===== src/verilog/msc_regs.vh =====
`ifndef MSC_REGS_VH
`define MSC_REGS_VH
// clock period in ns
`define MSC_CLK_PERIOD_NS 4
// minimum reset pulse seen as a real reset, in ns
`define MSC_RESET_MIN_NS 2000
`define MSC_RESET_MIN_CYC ((`MSC_RESET_MIN_NS + `MSC_CLK_PERIOD_NS - 1) / `MSC_CLK_PERIOD_NS)
// reset completion interval, in ns
`define MSC_INIT_NS 10000
`define MSC_INIT_CYC (`MSC_INIT_NS / `MSC_CLK_PERIOD_NS)
`define MSC_CNT_W 16
`define MSC_SYNC_W 3
// positions in the synchronised input vector
`define MSC_IDX_SEL 0
`define MSC_IDX_RST 1
`define MSC_IDX_LP 2
`endif


===== src/verilog/msc_ctrl.v =====
`timescale 1ns/100ps
`include "msc_regs.vh"
module msc_ctrl (
  input wire CLK,
  input wire RESET_N,
  input wire MODULE_SELECT_PIN_N,
  input wire MODULE_SELECT_DRIVEN,
  input wire MODULE_RESET_N,
  input wire LOW_POWER_SELECT,
  input wire FAULT_EVENT,
  input wire STATUS_READ_DONE,
  output reg SERIAL_ENABLE,
  output reg USER_SETTINGS_RESET,
  output reg INIT_PENDING,
  output reg LOW_POWER_ACTIVE,
  output reg PRESENCE_N_OUT,
  output reg PRESENCE_N_OE,
  output reg ATTENTION_N_OUT,
  output reg ATTENTION_N_OE,
  output reg FAULT_FLAG
);
  localparam ST_POWERUP = 2'b00;
  localparam ST_HELD = 2'b01;
  localparam ST_INIT = 2'b10;
  localparam ST_RUN = 2'b11;
  // completion interval count, cut to the timer width on purpose
  localparam [31:0] INIT_LOAD = `MSC_INIT_CYC;

  wire select_raw;
  wire [`MSC_SYNC_W-1:0] sync_in;
  wire [`MSC_SYNC_W-1:0] sync_out;
  wire module_select_n;
  wire module_reset_n;
  wire low_power_select;
  wire init_done;
  reg [1:0] state_q;
  reg [1:0] state_d;
  reg [`MSC_CNT_W-1:0] low_cnt_q;
  reg timer_start;
  reg reset_seen_q;
  reg done_irq_q;
  reg fault_q;

  assign select_raw = MODULE_SELECT_DRIVEN ? MODULE_SELECT_PIN_N : 1'b1;
  assign sync_in[`MSC_IDX_SEL] = select_raw;
  assign sync_in[`MSC_IDX_RST] = MODULE_RESET_N;
  assign sync_in[`MSC_IDX_LP] = LOW_POWER_SELECT;

  msc_sync u_sync (
    .clk(CLK),
    .reset_n(RESET_N),
    .async_in(sync_in),
    .sync_out(sync_out)
  );
  assign module_select_n = sync_out[`MSC_IDX_SEL];
  assign module_reset_n = sync_out[`MSC_IDX_RST];
  assign low_power_select = sync_out[`MSC_IDX_LP];

  msc_timer u_timer (
    .clk(CLK),
    .reset_n(RESET_N),
    .start(timer_start),
    .load(INIT_LOAD[`MSC_CNT_W-1:0]),
    .done(init_done)
  );

  always @(posedge CLK) begin
    if (!RESET_N) begin
      low_cnt_q <= {`MSC_CNT_W{1'b0}};
      reset_seen_q <= 1'b0;
    end else if (!module_reset_n) begin
      if (low_cnt_q != `MSC_RESET_MIN_CYC)
        low_cnt_q <= low_cnt_q + 16'h0001;
      else
        reset_seen_q <= 1'b1;
    end else begin
      low_cnt_q <= {`MSC_CNT_W{1'b0}};
      reset_seen_q <= 1'b0;
    end
  end

  always @* begin
    state_d = state_q;
    timer_start = 1'b0;
    case (state_q)
      ST_POWERUP: begin
        timer_start = 1'b1;
        state_d = ST_INIT;
      end
      ST_HELD: begin
        if (module_reset_n) begin
          timer_start = 1'b1;
          state_d = ST_INIT;
        end
      end
      ST_INIT: begin
        if (reset_seen_q)
          state_d = ST_HELD;
        else if (init_done)
          state_d = ST_RUN;
      end
      ST_RUN: begin
        if (reset_seen_q)
          state_d = ST_HELD;
      end
      default: state_d = ST_POWERUP;
    endcase
  end

  always @(posedge CLK) begin
    if (!RESET_N) begin
      state_q <= ST_POWERUP;
      SERIAL_ENABLE <= 1'b0;
      USER_SETTINGS_RESET <= 1'b1;
      INIT_PENDING <= 1'b1;
      LOW_POWER_ACTIVE <= 1'b1;
      PRESENCE_N_OUT <= 1'b0;
      PRESENCE_N_OE <= 1'b1;
      ATTENTION_N_OUT <= 1'b0;
      ATTENTION_N_OE <= 1'b0;
      FAULT_FLAG <= 1'b0;
      done_irq_q <= 1'b0;
      fault_q <= 1'b0;
    end else begin
      state_q <= state_d;
      SERIAL_ENABLE <= !module_select_n && (state_q != ST_HELD);
      USER_SETTINGS_RESET <= (state_d == ST_HELD) || (state_d == ST_POWERUP);
      INIT_PENDING <= (state_d != ST_RUN);
      LOW_POWER_ACTIVE <= low_power_select;
      PRESENCE_N_OUT <= 1'b0;
      PRESENCE_N_OE <= 1'b1;
      // completion event, set wins over clear
      if (state_q == ST_INIT && state_d == ST_RUN)
        done_irq_q <= 1'b1;
      else if (STATUS_READ_DONE || state_d != ST_RUN)
        done_irq_q <= 1'b0;
      // fault latch, set wins over clear
      if (FAULT_EVENT && state_q == ST_RUN)
        fault_q <= 1'b1;
      else if (STATUS_READ_DONE || state_d != ST_RUN)
        fault_q <= 1'b0;
      FAULT_FLAG <= (FAULT_EVENT && state_q == ST_RUN) ||
        (fault_q && !STATUS_READ_DONE && state_d == ST_RUN);
      ATTENTION_N_OUT <= 1'b0;
      ATTENTION_N_OE <= (state_q == ST_INIT && state_d == ST_RUN) ||
        (FAULT_EVENT && state_q == ST_RUN) ||
        ((done_irq_q || fault_q) && !STATUS_READ_DONE && state_d == ST_RUN);
    end
  end
endmodule // msc_ctrl


===== src/verilog/msc_sync.v =====
`timescale 1ns/100ps
`include "msc_regs.vh"
module msc_sync (
  input wire clk,
  input wire reset_n,
  input wire [`MSC_SYNC_W-1:0] async_in,
  output wire [`MSC_SYNC_W-1:0] sync_out
);
  reg [`MSC_SYNC_W-1:0] meta_q;
  reg [`MSC_SYNC_W-1:0] sync_q;
  genvar i;
  generate
    for (i = 0; i < `MSC_SYNC_W; i = i + 1) begin : g_bit
      // inputs idle high (pull-up level) under reset
      always @(posedge clk) begin
        if (!reset_n) begin
          meta_q[i] <= 1'b1;
          sync_q[i] <= 1'b1;
        end else begin
          meta_q[i] <= async_in[i];
          sync_q[i] <= meta_q[i];
        end
      end
    end
  endgenerate
  assign sync_out = sync_q;
endmodule // msc_sync


===== src/verilog/msc_timer.v =====
`timescale 1ns/100ps
`include "msc_regs.vh"
module msc_timer (
  input wire clk,
  input wire reset_n,
  input wire start,
  input wire [`MSC_CNT_W-1:0] load,
  output wire done
);
  reg [`MSC_CNT_W-1:0] cnt_q;
  reg done_q;
  always @(posedge clk) begin
    if (!reset_n) begin
      cnt_q <= {`MSC_CNT_W{1'b0}};
      done_q <= 1'b0;
    end else if (start) begin
      cnt_q <= load;
      done_q <= 1'b0;
    end else if (cnt_q != {`MSC_CNT_W{1'b0}}) begin
      cnt_q <= cnt_q - 16'h0001;
      done_q <= (cnt_q == 16'h0001);
    end else begin
      done_q <= 1'b0;
    end
  end
  assign done = done_q;
endmodule // msc_timer


===== config.mk =====
export PLATFORM = sky130hd
export DESIGN_NAME = msc_ctrl
export DESIGN_NICKNAME = d
export VERILOG_FILES = /design/src/verilog/msc_ctrl.v /design/src/verilog/msc_sync.v /design/src/verilog/msc_timer.v
export VERILOG_INCLUDE_DIRS = /design/src /design/src/verilog
export SDC_FILE = /design/constraint.sdc
export NUM_CORES = 1
export LEC_CHECK = 0
export BUFFER_PORTS_ARGS = -buffer_cell sky130_fd_sc_hd__buf_2
export CORE_ASPECT_RATIO = 1.2
export CORE_MARGIN = 2
export CORE_UTILIZATION = 45
export CTS_BUF_LIST = sky130_fd_sc_hd__clkbuf_8 sky130_fd_sc_hd__clkbuf_16
export DETAILED_ROUTE_END_ITERATION = 7
export GPL_ROUTABILITY_DRIVEN = 0
export GPL_TIMING_DRIVEN = 0
export SLEW_MARGIN = 20
export SYNTH_ARGS = -nofsm -noshare
export SYNTH_HDL_FRONTEND = slang
export SYNTH_SLANG_ARGS = --single-unit
export TNS_END_PERCENT = 30

===== constraint.sdc =====
create_clock -name CLK -period 4.2 [get_ports CLK]
set_clock_uncertainty 0.15 [all_clocks]
set_input_delay 0.42 -clock CLK [delete_from_list [all_inputs] [get_ports CLK]]
set_output_delay 0.42 -clock CLK [all_outputs]
set_load 0.02 [all_outputs]

==> impl_metrics.json <==
{
  "fin_nets": 273,
  "hold_buffers": 0,
  "start_util": 0.4688,
  "die_area_um2": 5395,
  "ys_ff_latch": 50,
  "power_density_nw_per_um2": 368.6,
  "drc": 0,
  "routedWlPerCell_um": 12.59,
  "synth_area_um2": 2170,
  "status": "finished, final reports clean",
  "yosys_warnings": 0,
  "rsz0062_at_grt": "no",
  "diodes": 0,
  "crit-reg2reg-capture": "u_timer.cnt_q[7]",
  "drt_wl_total_mm": 4.030,
  "cp_max_fo": 10,
  "placedInstanceArea_um2": 2311,
  "core_um2": 4628,
  "path_cells": "inv_1, ha_1, or3b_2, clkbuf_1, or4_4, buf_6, and4_4, o31a_1",
  "ff2ff_path_depth": 8,
  "synth_async_sr_flop_share": 0,
  "cts_buffers": 5,
  "synth_edf_count": 0,
  "worstHoldStart": "LOW_POWER_SELECT",
  "use_met2": 0.3149,
  "fp-row-count": 27,
  "die_h_um": 80.06,
  "tritoncts": "built",
  "hold_violations": 0,
  "hold_path_class": "input port to flop",
  "gr-max-usage-layer": "met2",
  "seqCellArea_um2": 1001,
  "multi_input_area_um2": 1064,
  "first_iter_violations": 62,
  "slowest_stage": "or3b_2",
  "cts.sinks": 50,
  "slew_headroom": 0.4768,
  "fmax_mhz": 390.0,
  "grt_pass1_vias": 1659,
  "final_util": 0.5199,
  "syn_area_per_cell_um2": 9.040,
  "hpwl_mm": 3.000,
  "endpoint_kind": "flop",
  "cts.clk_slew.worst_paths_ns": 0.08,
  "worst_slew_pin_slew_ns": 0.7788,
  "grt_use_total": 0.1750,
  "fin_hold_ws_ns": 0.1473,
  "arrival_ns": 2.60,
  "synthToLayoutAreaGrowth_pct": 10.90,
  "ff2ff_setup_slack_ns": 1.64,
  "grtUsageMet3": 0.03782,
  "fin_setup_tns_ns": 0,
  "die_x_um": 67.39,
  "cp-start-kind": "flop",
  "vias": 1692,
  "cap_violations": 0,
  "cts_root_buf": "clkbuf_8",
  "portBuffers": 13,
  "drive_gt1_frac": 0.1298,
  "drv_slew": 0,
  "cts_setup_buffers": 0,
  "fillCellCount": 449,
  "antenna_left": 0,
  "netlist-cell-type-count": 46,
  "firstDrtPassIters": 4,
  "min_period_ns": 2.564,
  "ir_worst_vdd_uv": 158.0,
  "ys.flop_type": "dfxtp_1",
  "syn_inst": 240,
  "h-tree-depth": 2,
  "crit_required_ns": 4.24,
  "setup_viol": 0,
  "final_area_um2": 2406,
  "whs_path_depth": 2,
  "r2r-start": "u_timer.cnt_q[0]",
  "cts.path.max_buffers": 2,
  "gr-usage-met1": 0.2021,
  "gr-total-overflow": 0,
  "ys_seq_area_frac": 0.4614,
  "fin_ws_ns": 1.636,
  "grt_pass1_wl_mm": 7.286,
  "grt_max_degree": 16,
  "antenna_found_initial": 0,
  "slowest_delay_ns": 0.44,
  "vias_per_cell": 5.288,
  "io_pins": 17,
  "ctsResizeCount": 0,
  "min_to": "u_sync.meta_q[2]",
  "timing.final.crit_share": 0.6106,
  "path_class": "flop to flop",
  "dp_slack_ns": 1.652,
  "clock_latency_ns": 0.30,
  "leakagePower_nw": 0.9078
}
## layer usage
layer  wire (um)  vias up
li1            -      889
met1        1778      778
met2        2084       19
met3         109        6
met4          57        0
met5           0        -
## worst max-delay path, delay by kind of cell (launching register included)
family | cells | cell delay, ns
AO/OA/AOI/OAI | 1 | 0.28
adder cells (fa/ha/maj) | 1 | 0.19
buffers and inverters | 3 | 0.42
flip-flops | 1 | 0.37
AND/OR/NAND/NOR | 3 | 1.05
## synthesized netlist by cell type (all sizes together), types with 2 or more instances
cell type / n / area, um^2
nand2: 12 / 45.04
and2: 2 / 12.51
mux2i: 2 / 20.02
ha: 4 / 50.05
xor2: 9 / 78.83
o21ai: 7 / 35.03
or3: 8 / 51.30
buf: 5 / 37.53
and4: 5 / 46.29
o31a: 2 / 17.52
nor3: 4 / 20.02
nand3: 5 / 25.02
nand2b: 12 / 75.07
or4: 10 / 86.33
o2111ai: 2 / 17.52
conb: 2 / 7.510
nor3b: 2 / 15.01
dfxtp: 50 / 1001
inv: 12 / 45.04
nand3b: 2 / 15.01
nor4: 4 / 25.02
a21oi: 16 / 80.08
nor4b: 2 / 17.52
o31ai: 3 / 22.52
nor2: 23 / 86.33
nand4: 9 / 56.30
xnor2: 4 / 35.03
a211oi: 3 / 22.52
clkbuf: 7 / 26.28
## worst max path at each step
stage	startpoint	to	slack, ns	depth (start not counted)
finish	u_timer.cnt_q[0]	u_timer.cnt_q[7]	1.64	8
global route	u_timer.cnt_q[0]	u_timer.cnt_q[11]	1.49	7
CTS	u_timer.cnt_q[0]	u_timer.cnt_q[7]	1.64	8
detailed placement	u_timer.cnt_q[0]	u_timer.cnt_q[7]	1.65	8
global placement	u_timer.cnt_q[0]	u_timer.cnt_q[7]	1.66	8
floorplan	u_timer.cnt_q[0]	u_timer.cnt_q[7]	1.79	8
## cell usage in the layout (no fill, tap or decap), types with 3 or more instances in the layout
cell,n
clkbuf_1,7
clkbuf_8,6
or3_1,7
or4_1,7
nor2_1,23
and4_1,4
dfxtp_1,50
o21ai_0,7
nand3_1,5
nor3_1,4
inv_1,12
nor4_1,4
or4_4,3
nand2b_1,12
nand2_1,12
nand4_1,9
buf_2,13
ha_1,4
a21oi_1,16
buf_4,3
conb_1,3
a211oi_1,3
xnor2_1,4
xor2_1,9
o31ai_1,3
## power breakdown
part	switching (mW)	internal [mW]
Sequential	0.0136	0.488
Clock	0.157	0.133
Combinational	0.0540	0.0421
Total	0.224	0.663
## metrics by stage
stage | power (mW) | std cells
floorplan | 0.5851 | 241
global placement | 0.6082 | 312
detailed placement | 0.6095 | 312
CTS | 0.9003 | 320
global route | 0.9318 | 320
finish | 0.8868 | 320
## area by class of cell
cell class / instances / area share
plain buffers: 12 / 0.02652
multi-input cells: 167 / 0.4420
clock buffers: 6 / 0.03432
well taps: 58 / 0.03016
inverters: 12 / 0.01872
repair buffers: 13 / 0.02704
clock inverters: 2 / 0.005200
flip-flops and latches: 50 / 0.4160
## sequential cells by signal, summed over array words and instances, names as in the netlist, 2 cells and up
signal,count
u_sync.meta_q,3
state_q,2
u_timer.cnt_q,16
low_cnt_q,16
u_sync.sync_out,3
## cell families (layout without fill, tap and decap cells)
kind of cell | count (synthesis) | in the layout | share of synthesized area
compound gates | 42 | 42 | 0.1246
buf+inv | 24 | 45 | 0.05017
mux | 2 | 2 | 0.009228
flops | 50 | 50 | 0.4614
xor+xnor | 13 | 13 | 0.05248
simple gates | 103 | 103 | 0.2757
other cells | 2 | 3 | 0.003461
fa+ha+maj | 4 | 4 | 0.02307
No activity file was read; power rests on OpenSTA's default activity.
